## config.mk

```make
export PLATFORM = sky130hd
export DESIGN_NAME = bser_top
export DESIGN_NICKNAME = d
export VERILOG_FILES = /design/src/core/bser_pkg.sv /design/src/core/bser_top.sv
export VERILOG_INCLUDE_DIRS = /design/src /design/src/core
export SDC_FILE = /design/constraint.sdc
export NUM_CORES = 1
export LEC_CHECK = 0
export CAP_MARGIN = 20
export CORE_MARGIN = 10
export CORE_UTILIZATION = 50
export CTS_CLUSTER_SIZE = 28
export DETAILED_ROUTE_END_ITERATION = 8
export DONT_BUFFER_PORTS = 1
export PLACE_DENSITY = 0.64
export SLEW_MARGIN = 15
export SYNTH_ARGS = -nofsm -noshare
export SYNTH_HDL_FRONTEND = slang
export SYNTH_SLANG_ARGS = --single-unit
export TNS_END_PERCENT = 100
```

## constraint.sdc

```tcl
create_clock -name mclk -period 5.12 [get_ports mclk]
set_input_delay 1.024 -clock mclk [delete_from_list [all_inputs] [get_ports mclk]]
set_output_delay 1.024 -clock mclk [all_outputs]
set_load 0.01 [all_outputs]
```

## src/core/bser_cfg.svh

```systemverilog
// register offsets, field positions, reset values and timing counts of the error reporter
`ifndef BSER_CFG_SVH
`define BSER_CFG_SVH
`define BSER_OFF_CTRL 8'h00
`define BSER_OFF_DIS 8'h04
`define BSER_OFF_CAUSE 8'h08
`define BSER_OFF_STAT 8'h0C
`define BSER_OFF_IMASK 8'h10
`define BSER_OFF_RETRY 8'h14
// control register fields
`define BSER_C_PERR_PRI 0
`define BSER_C_PERR_SEC 1
`define BSER_C_SERR_EN 2
`define BSER_C_FWD_EN 3
`define BSER_C_MTO_EN 4
`define BSER_C_MABORT_MODE 5
// cause / disable / interrupt field positions
`define BSER_E_PAR 0
`define BSER_E_TABORT 1
`define BSER_E_MABORT 2
`define BSER_E_PWDISC 3
`define BSER_E_DWDISC 4
`define BSER_E_DRFAIL 5
`define BSER_E_MTO 6
`define BSER_E_FWD 7
`define BSER_NEV 8
// status register fields
`define BSER_S_SIG_SERR 0
`define BSER_S_RCV_SERR 1
`define BSER_S_DOWN_PERR 2
`define BSER_CTRL_RST 6'h00
`define BSER_RETRY_LIMIT 32'h0100_0000
`define BSER_PULSE_CYC 4'h2
`endif

```

## src/core/bser_pkg.sv

```systemverilog
// types of the bridge error reporter
package bser_pkg;
  typedef enum logic [1:0] {
    BSER_IDLE = 2'b00,
    BSER_ASSERT = 2'b01,
    BSER_HOLD = 2'b11
  } bser_st_e;
endpackage

```

## src/core/bser_top.sv

```systemverilog
// bridge system and parity error reporter with an ahb-lite register slave
// Contract
// - downstream perr: secondary write target/read initiator, enabled
// - downstream perr on upstream delayed write primary perr
// - posted write perr seen is a serr candidate
// - no parity serr if bridge was target-detector
// - no serr ever without serr enable
// - every serr assertion sets signaled system error
// - forward secondary serr when forward enable set
// - secondary serr sets received system error bit
// - target abort on posted write raises serr
// - master abort on posted write raises serr
// - posted write retry limit discards and raises serr
// - delayed write retry limit discards and raises serr
// - delayed read retry limit raises serr
// - master timeout serr gated by control enable
// - cause register records serr reason
// - per-event disable bits except master timeout
// - primary and secondary locks independent; the code also sets sec_locked from the primary lock when lock_crosses
//
// Our own choices: the placing of the registers and the AHB-Lite interface to the registers.
`timescale 1ns/1ps
`include "bser_cfg.svh"
module bser_top #(
  parameter logic [31:0] RETRY_LIMIT = `BSER_RETRY_LIMIT
) (
  // clock and reset
  input wire logic mclk,
  input wire logic rst_n,
  // ahb-lite slave
  input wire logic hsel,
  input wire logic [7:0] haddr,
  input wire logic [1:0] htrans,
  input wire logic hwrite,
  input wire logic [2:0] hsize,
  input wire logic [31:0] hwdata,
  input wire logic hready,
  output logic [31:0] hrdata,
  output logic hreadyout,
  output logic hresp,
  // bus pins
  input wire logic upstream_parity_error_n,
  input wire logic downstream_parity_error_n,
  input wire logic downstream_system_error_in_n,
  input wire logic pri_lock_n,
  input wire logic sec_lock_n,
  // transaction context from the forwarding engine (same clock)
  input wire logic sec_wr_target,
  input wire logic sec_rd_initiator,
  input wire logic sec_parity_bad,
  input wire logic up_dwr_complete,
  input wire logic up_posted_wr,
  input wire logic down_posted_wr,
  input wire logic self_target_detect,
  input wire logic pw_target_abort,
  input wire logic pw_master_abort,
  input wire logic pw_retry,
  input wire logic dw_retry,
  input wire logic dr_retry,
  input wire logic xfer_done,
  input wire logic dt_master_timeout,
  input wire logic lock_crosses,
  // outputs
  output logic system_error_n,
  output logic downstream_parity_error_out_n,
  output logic downstream_parity_error_oe,
  output logic pri_locked,
  output logic sec_locked,
  output logic discard_posted,
  output logic discard_delayed,
  output logic irq
);
  // pin synchronisers: first stage read only by second
  logic [4:0] sync1_r;
  logic [4:0] sync2_r;
  always_ff @(posedge mclk) begin
    if (!rst_n) begin
      sync1_r <= 5'h1F;
      sync2_r <= 5'h1F;
    end else begin
      sync1_r <= {sec_lock_n, pri_lock_n, downstream_system_error_in_n,
                  downstream_parity_error_n, upstream_parity_error_n};
      sync2_r <= sync1_r;
    end
  end
  logic up_perr;
  logic dn_perr;
  logic sec_serr;
  assign up_perr = ~sync2_r[0];
  assign dn_perr = ~sync2_r[1];
  assign sec_serr = ~sync2_r[2];

  // registers
  logic [5:0] ctrl_r;
  logic [7:0] dis_r;
  logic [7:0] cause_r;
  logic [2:0] stat_r;
  logic [7:0] imask_r;
  logic [31:0] retry_lim_r;

  // ahb address phase capture
  logic wr_pend_r;
  logic [7:0] waddr_r;
  always_ff @(posedge mclk) begin
    if (!rst_n) begin
      wr_pend_r <= 1'b0;
      waddr_r <= 8'h00;
    end else if (hready) begin
      wr_pend_r <= hsel && htrans[1] && hwrite;
      waddr_r <= haddr;
    end
  end
  logic wr_now;
  assign wr_now = wr_pend_r;

  always_ff @(posedge mclk) begin
    if (!rst_n) begin
      hrdata <= 32'h0000_0000;
    end else if (hready && hsel && htrans[1] && !hwrite) begin
      unique case (haddr)
        `BSER_OFF_CTRL: hrdata <= {26'h0, ctrl_r};
        `BSER_OFF_DIS: hrdata <= {24'h0, dis_r};
        `BSER_OFF_CAUSE: hrdata <= {24'h0, cause_r};
        `BSER_OFF_STAT: hrdata <= {29'h0, stat_r};
        `BSER_OFF_IMASK: hrdata <= {24'h0, imask_r};
        `BSER_OFF_RETRY: hrdata <= retry_lim_r;
        default: hrdata <= 32'h0000_0000;
      endcase
    end
  end
  // zero wait states, always okay
  always_ff @(posedge mclk) begin
    if (!rst_n) begin
      hreadyout <= 1'b1;
      hresp <= 1'b0;
    end else begin
      hreadyout <= 1'b1;
      hresp <= 1'b0;
    end
  end

  always_ff @(posedge mclk) begin
    if (!rst_n) begin
      ctrl_r <= `BSER_CTRL_RST;
      dis_r <= 8'h00;
      imask_r <= 8'h00;
      retry_lim_r <= RETRY_LIMIT;
    end else if (wr_now) begin
      unique case (waddr_r)
        `BSER_OFF_CTRL: ctrl_r <= hwdata[5:0];
        `BSER_OFF_DIS: dis_r <= hwdata[7:0];
        `BSER_OFF_IMASK: imask_r <= hwdata[7:0];
        `BSER_OFF_RETRY: retry_lim_r <= hwdata;
        default: ;
      endcase
    end
  end
  logic w1c_cause;
  logic w1c_stat;
  assign w1c_cause = wr_now && (waddr_r == `BSER_OFF_CAUSE);
  assign w1c_stat = wr_now && (waddr_r == `BSER_OFF_STAT);

  // retry counters
  function automatic logic [31:0] bump(input logic [31:0] c, input logic rty,
                                       input logic done, input logic hit);
    if (done || hit)
      bump = 32'h0;
    else if (rty)
      bump = c + 32'h1;
    else
      bump = c;
  endfunction
  logic [31:0] pw_cnt_r;
  logic [31:0] dw_cnt_r;
  logic [31:0] dr_cnt_r;
  logic pw_hit;
  logic dw_hit;
  logic dr_hit;
  assign pw_hit = pw_retry && (pw_cnt_r == retry_lim_r - 32'h1);
  assign dw_hit = dw_retry && (dw_cnt_r == retry_lim_r - 32'h1);
  assign dr_hit = dr_retry && (dr_cnt_r == retry_lim_r - 32'h1);
  always_ff @(posedge mclk) begin
    if (!rst_n) begin
      pw_cnt_r <= 32'h0;
      dw_cnt_r <= 32'h0;
      dr_cnt_r <= 32'h0;
    end else begin
      pw_cnt_r <= bump(pw_cnt_r, pw_retry, xfer_done, pw_hit);
      dw_cnt_r <= bump(dw_cnt_r, dw_retry, xfer_done, dw_hit);
      dr_cnt_r <= bump(dr_cnt_r, dr_retry, xfer_done, dr_hit);
    end
  end
  always_ff @(posedge mclk) begin
    if (!rst_n) begin
      discard_posted <= 1'b0;
      discard_delayed <= 1'b0;
    end else begin
      discard_posted <= pw_hit;
      discard_delayed <= dw_hit;
    end
  end

  // event vector
  logic par_ev;
  logic [7:0] ev;
  logic [7:0] ev_en;
  logic serr_ev;
  assign par_ev = ((up_perr && up_posted_wr) || (dn_perr && down_posted_wr))
                  && !self_target_detect
                  && ctrl_r[`BSER_C_PERR_PRI] && ctrl_r[`BSER_C_PERR_SEC];
  always_comb begin
    ev = 8'h00;
    ev[`BSER_E_PAR] = par_ev;
    ev[`BSER_E_TABORT] = pw_target_abort;
    ev[`BSER_E_MABORT] = pw_master_abort && ctrl_r[`BSER_C_MABORT_MODE];
    ev[`BSER_E_PWDISC] = pw_hit;
    ev[`BSER_E_DWDISC] = dw_hit;
    ev[`BSER_E_DRFAIL] = dr_hit;
    ev[`BSER_E_MTO] = dt_master_timeout && ctrl_r[`BSER_C_MTO_EN];
    ev[`BSER_E_FWD] = sec_serr && ctrl_r[`BSER_C_FWD_EN];
  end
  // master timeout has no disable bit
  assign ev_en = ev & ~(dis_r & ~(8'h01 << `BSER_E_MTO));
  assign serr_ev = (|ev_en) && ctrl_r[`BSER_C_SERR_EN];

  // cause flags: set wins over write-one clear
  always_ff @(posedge mclk) begin
    if (!rst_n)
      cause_r <= 8'h00;
    else if (serr_ev)
      cause_r <= (cause_r & ~(w1c_cause ? hwdata[7:0] : 8'h00)) | ev_en;
    else if (w1c_cause)
      cause_r <= cause_r & ~hwdata[7:0];
  end

  // serr output pulse machine
  bser_pkg::bser_st_e st_r;
  logic [3:0] pcnt_r;
  always_ff @(posedge mclk) begin
    if (!rst_n) begin
      st_r <= bser_pkg::BSER_IDLE;
      pcnt_r <= 4'h0;
      system_error_n <= 1'b1;
    end else begin
      unique case (st_r)
        bser_pkg::BSER_IDLE: begin
          if (serr_ev) begin
            st_r <= bser_pkg::BSER_ASSERT;
            pcnt_r <= `BSER_PULSE_CYC;
            system_error_n <= 1'b0;
          end
        end
        bser_pkg::BSER_ASSERT: begin
          if (pcnt_r == 4'h1) begin
            st_r <= bser_pkg::BSER_HOLD;
            system_error_n <= 1'b1;
          end
          pcnt_r <= pcnt_r - 4'h1;
        end
        bser_pkg::BSER_HOLD: st_r <= bser_pkg::BSER_IDLE;
        default: st_r <= bser_pkg::BSER_IDLE;
      endcase
    end
  end

  // downstream parity error drive
  logic dperr;
  assign dperr = ((sec_wr_target || sec_rd_initiator) && sec_parity_bad
                  && ctrl_r[`BSER_C_PERR_SEC])
                 || (up_dwr_complete && up_perr && ctrl_r[`BSER_C_PERR_PRI]
                     && ctrl_r[`BSER_C_PERR_SEC]);
  always_ff @(posedge mclk) begin
    if (!rst_n) begin
      downstream_parity_error_out_n <= 1'b1;
      downstream_parity_error_oe <= 1'b0;
    end else begin
      downstream_parity_error_out_n <= ~dperr;
      downstream_parity_error_oe <= dperr;
    end
  end

  // status bits
  logic [2:0] st_set;
  assign st_set = {dperr, sec_serr, serr_ev};
  always_ff @(posedge mclk) begin
    if (!rst_n)
      stat_r <= 3'h0;
    else
      stat_r <= (stat_r & ~(w1c_stat ? hwdata[2:0] : 3'h0)) | st_set;
  end

  // lock tracking: secondary also follows the primary lock when lock_crosses
  always_ff @(posedge mclk) begin
    if (!rst_n) begin
      pri_locked <= 1'b0;
      sec_locked <= 1'b0;
    end else begin
      pri_locked <= ~sync2_r[3];
      sec_locked <= ~sync2_r[4] || (lock_crosses && ~sync2_r[3]);
    end
  end

  always_ff @(posedge mclk) begin
    if (!rst_n)
      irq <= 1'b0;
    else
      irq <= |(cause_r & imask_r);
  end
endmodule

```

==> impl_metrics.csv <==
group,metric,value,unit
logic_synthesis,synth_fp_nets,1574,
clock_network,cts_inserted_buffers,24,
sta,rsz0062_at_grt,"false",
clock_network,cts_resized,0,
clock_network,clock-sinks,226,
routing,first_iter_violations,1019,
placement,dp_hpwl,26700,um
hold_path,hp-class,"register to register",
logic_synthesis,seq_area_frac_synth,37.5,%
cells_and_area,register_area,0.00452,sq mm
logic_synthesis,synth_enable_flop_cells,0,
routing,ant_nets,0,
global_route,antenna_found_initial,0,
placement,dp_slack,0.414,ns
floorplan,io_pins,112,
global_route,grt_use_total,22.6,%
global_route,grt_pass1_vias,10100,
clock_network,cts-root-buf,"clkbuf_16",
cells_and_area,multi_input_area,0.00703,sq mm
floorplan,start_util,51.1,%
sta,fin_crit_sh,94.2,%
floorplan,fp.dieW,175,um
logic_synthesis,syn_inst,1498,
logic_synthesis,synth.avg_cell_area,8.05,sq um
clock_network,clk_pin_slew,0.06,ns
routing,drc,0,
clock_network,htree_num_levels,1,
status,outcome,"complete, no violations",
routing,wl_met3,3550,um
global_route,grt_pass1_wl,57200,um
global_route,grt_overflow,0,
cells_and_area,nets,1530,
sta,finalHoldViolations,0,
routing,wl_per_cell,19.9,um
clock_network,cts_buffer_depth,3,
cells_and_area,fillerInstances,2285,
sta,worst_pin_slew,0.988,ns
placement,gp_congestion,0.967,
clock_network,hold_buffers,0,
sta,fin_crit,4.83,ns
clock_network,cts_setup_buffers,0,
logic_synthesis,synth_top_cell_by_area,"dfxtp_1",
pwr,leakage,4.60,nW
logic_synthesis,yosysWarnings,0,
pwr,irDropWorstVdd,0.278,mV
logic_synthesis,synth_top_flop_cell,"dfxtp_1",
placement,place_area,0.0123,sq mm
routing,wl,35700,um
setup_path,crit_type,"register to register",
floorplan,fp-row-count,56,
cells_and_area,design_area,0.0131,sq mm
routing,drt_first_pass_iters,6,
clock_network,tritoncts,"built",
routing,wl_met1,15600,um
logic_synthesis,ys_seq_elements,226,
setup_path,crit_path_max_fanout,9,
logic_synthesis,synth_cell_types,78,
logic_synthesis,yosys.area.top_type_share,37.5,%
routing,vias_per_cell,5.88,
clock_network,clock_latency,0.52,ns
floorplan,core_area,0.0236,sq mm
setup_path,cp.required,5.52,ns
cells_and_area,diodes,0,
cells_and_area,drive_gt1_share,6.18,%
logic_synthesis,async_flop_share,0,%
pwr,p_per_area,283,mW/mm^2
job,max-cap-violations,0,
setup_path,crit_path_end_kind,"register",
logic_synthesis,syn_area,0.0121,sq mm
sta,finalSetupViolations,0,
global_route,grt_max_degree,63,
cells_and_area,mostFrequentLayoutCell,"dfxtp_1",
sta,finalSetupTns,0,ns
floorplan,fp.dieH,175,um
sta,maxSlewHeadroom,33.6,%
cells_and_area,final_cell_mix,"226 x dfxtp_1, 214 x nor2_1, 187 x nand2_1, 111 x xnor2_1, 95 x a21oi_1",
routing,dr.max_layer_used,"met4",
logic_synthesis,yosys-top-cells-area,"dfxtp_1 38%, xnor2_1 8.1%, nor2_1 6.7%",
routing,num_vias,10500,
setup_path,crit_arrival,5.23,ns
cells_and_area,areaGrowthSynthToFinish,8.97,%
sta,timing.hold.ws,0.405,ns
routing,wl_met2,15600,um
setup_path,cp-start-kind,"register",
floorplan,dieArea,0.0307,sq mm
sta,setup_ws,0.295,ns
sta,clock.fmax,0.207,GHz
sta,finalMaxSlewViolations,0,
sta,skew,0.0112,ns
placement,io_buffers,0,
[power by group]
group,switching [mW],internal (mW)
Clock,0.739,1.13
Sequential,0.0103,1.77
Combinational,0.0481,0.0240
[cell usage after synthesis (4+ instances only)]
library cell / instances
a2111oi_0: 5
a211oi_1: 4
a21oi_1: 95
a222oi_1: 5
a22oi_1: 12
a31oi_1: 5
and2_1: 5
and3_1: 25
and4_1: 12
buf_1: 5
buf_2: 14
clkbuf_1: 77
dfxtp_1: 226
ha_1: 6
inv_1: 28
mux2i_1: 40
nand2_1: 187
nand2b_1: 22
nand3_1: 62
nand3b_1: 4
nand4_1: 41
nand4b_1: 5
nor2_1: 214
nor2b_1: 9
nor3_1: 28
nor3b_1: 7
nor4_1: 23
o2111ai_1: 4
o21ai_0: 24
o221ai_1: 4
o22ai_1: 4
o31ai_1: 5
or3_1: 9
or3b_2: 5
or4_1: 11
xnor2_1: 111
xnor3_1: 5
xor2_1: 83
[metal layers]
| metal | GRT usage [%] | up-vias |
|---|---|---|
| met5 | 0 | - |
| met3 | 5.94 | 60 |
| met1 | 30.6 | 4960 |
| li1 | - | 5083 |
| met2 | 35.0 | 420 |
| met4 | 6.18 | 0 |
[kinds of logic (layout without fill, tap and decap cells)]
group / count (synthesis) / in the layout / share of synthesized area (%)
AO/OA/AOI/OAI: 208 / 208 / 11.0
adder cells (fa/ha/maj): 6 / 6 / 0.623
flip-flops: 226 / 226 / 37.5
other: 2 / 2 / 0.0623
buffers and inverters: 128 / 102 / 4.26
multiplexers: 41 / 41 / 3.41
AND/OR/NAND/NOR: 687 / 687 / 27.9
XOR/XNOR: 200 / 200 / 15.2
[critical path, cell delays in order (launching register included)]
cell       delay (ns)
dfxtp_1          0.44
or4_1            0.79
nor3_2           0.61
nand3_1          0.30
xnor2_1          0.26
a2111oi_0        0.62
nand4b_1         0.25
nor4_1           0.50
buf_4            0.22
o21ai_1          0.05
o211a_1          0.29
o41a_1           0.37
[cell type report]
cell class	count	area share (%)
well taps	319	3.04
repair buffers	30	1.71
clock buffers	34	5.48
clock inverters	10	1.03
inverters	28	0.809
multi-input cells	1144	53.5
flip-flops and latches	226	34.4
[flip-flops by register name, summed over array words and instances, names as in the netlist, 2 cells and up]
register,cells
dr_cnt_r,32
dw_cnt_r,32
hrdata,32
pw_cnt_r,32
retry_lim_r,32
cause_r,8
dis_r,8
imask_r,8
waddr_r,8
ctrl_r,6
sync1_r,5
sync2_r,5
pcnt_r,4
stat_r,3
st_r,2
[path summary, 6_finish.rpt]
path	end	cells after the start	slack [ns]	startpoint
worst min register to register	sec_locked$_SDFF_PN0_	1	0.40	sync2_r[4]$_SDFF_PN1_
worst max-delay path	system_error_n$_SDFFE_PN1P_	11	0.29	retry_lim_r[0]$_SDFFE_PN0P_
worst min-delay path	sec_locked$_SDFF_PN0_	1	0.40	sync2_r[4]$_SDFF_PN1_
worst max register to register	system_error_n$_SDFFE_PN1P_	11	0.29	retry_lim_r[0]$_SDFFE_PN0P_
[per-stage QoR]
step | power, mW | util (%) | cells
after floorplan | 1.88 | - | 1498
after CTS | 3.75 | 55.6 | 1791
final | 3.72 | 55.6 | 1791
after detailed placement | 1.89 | 52.0 | 1747
after global routing | 3.82 | 55.6 | 1791
after global placement | 1.89 | 52.0 | 1747
Note: power is estimated with default switching activity, not from simulation.
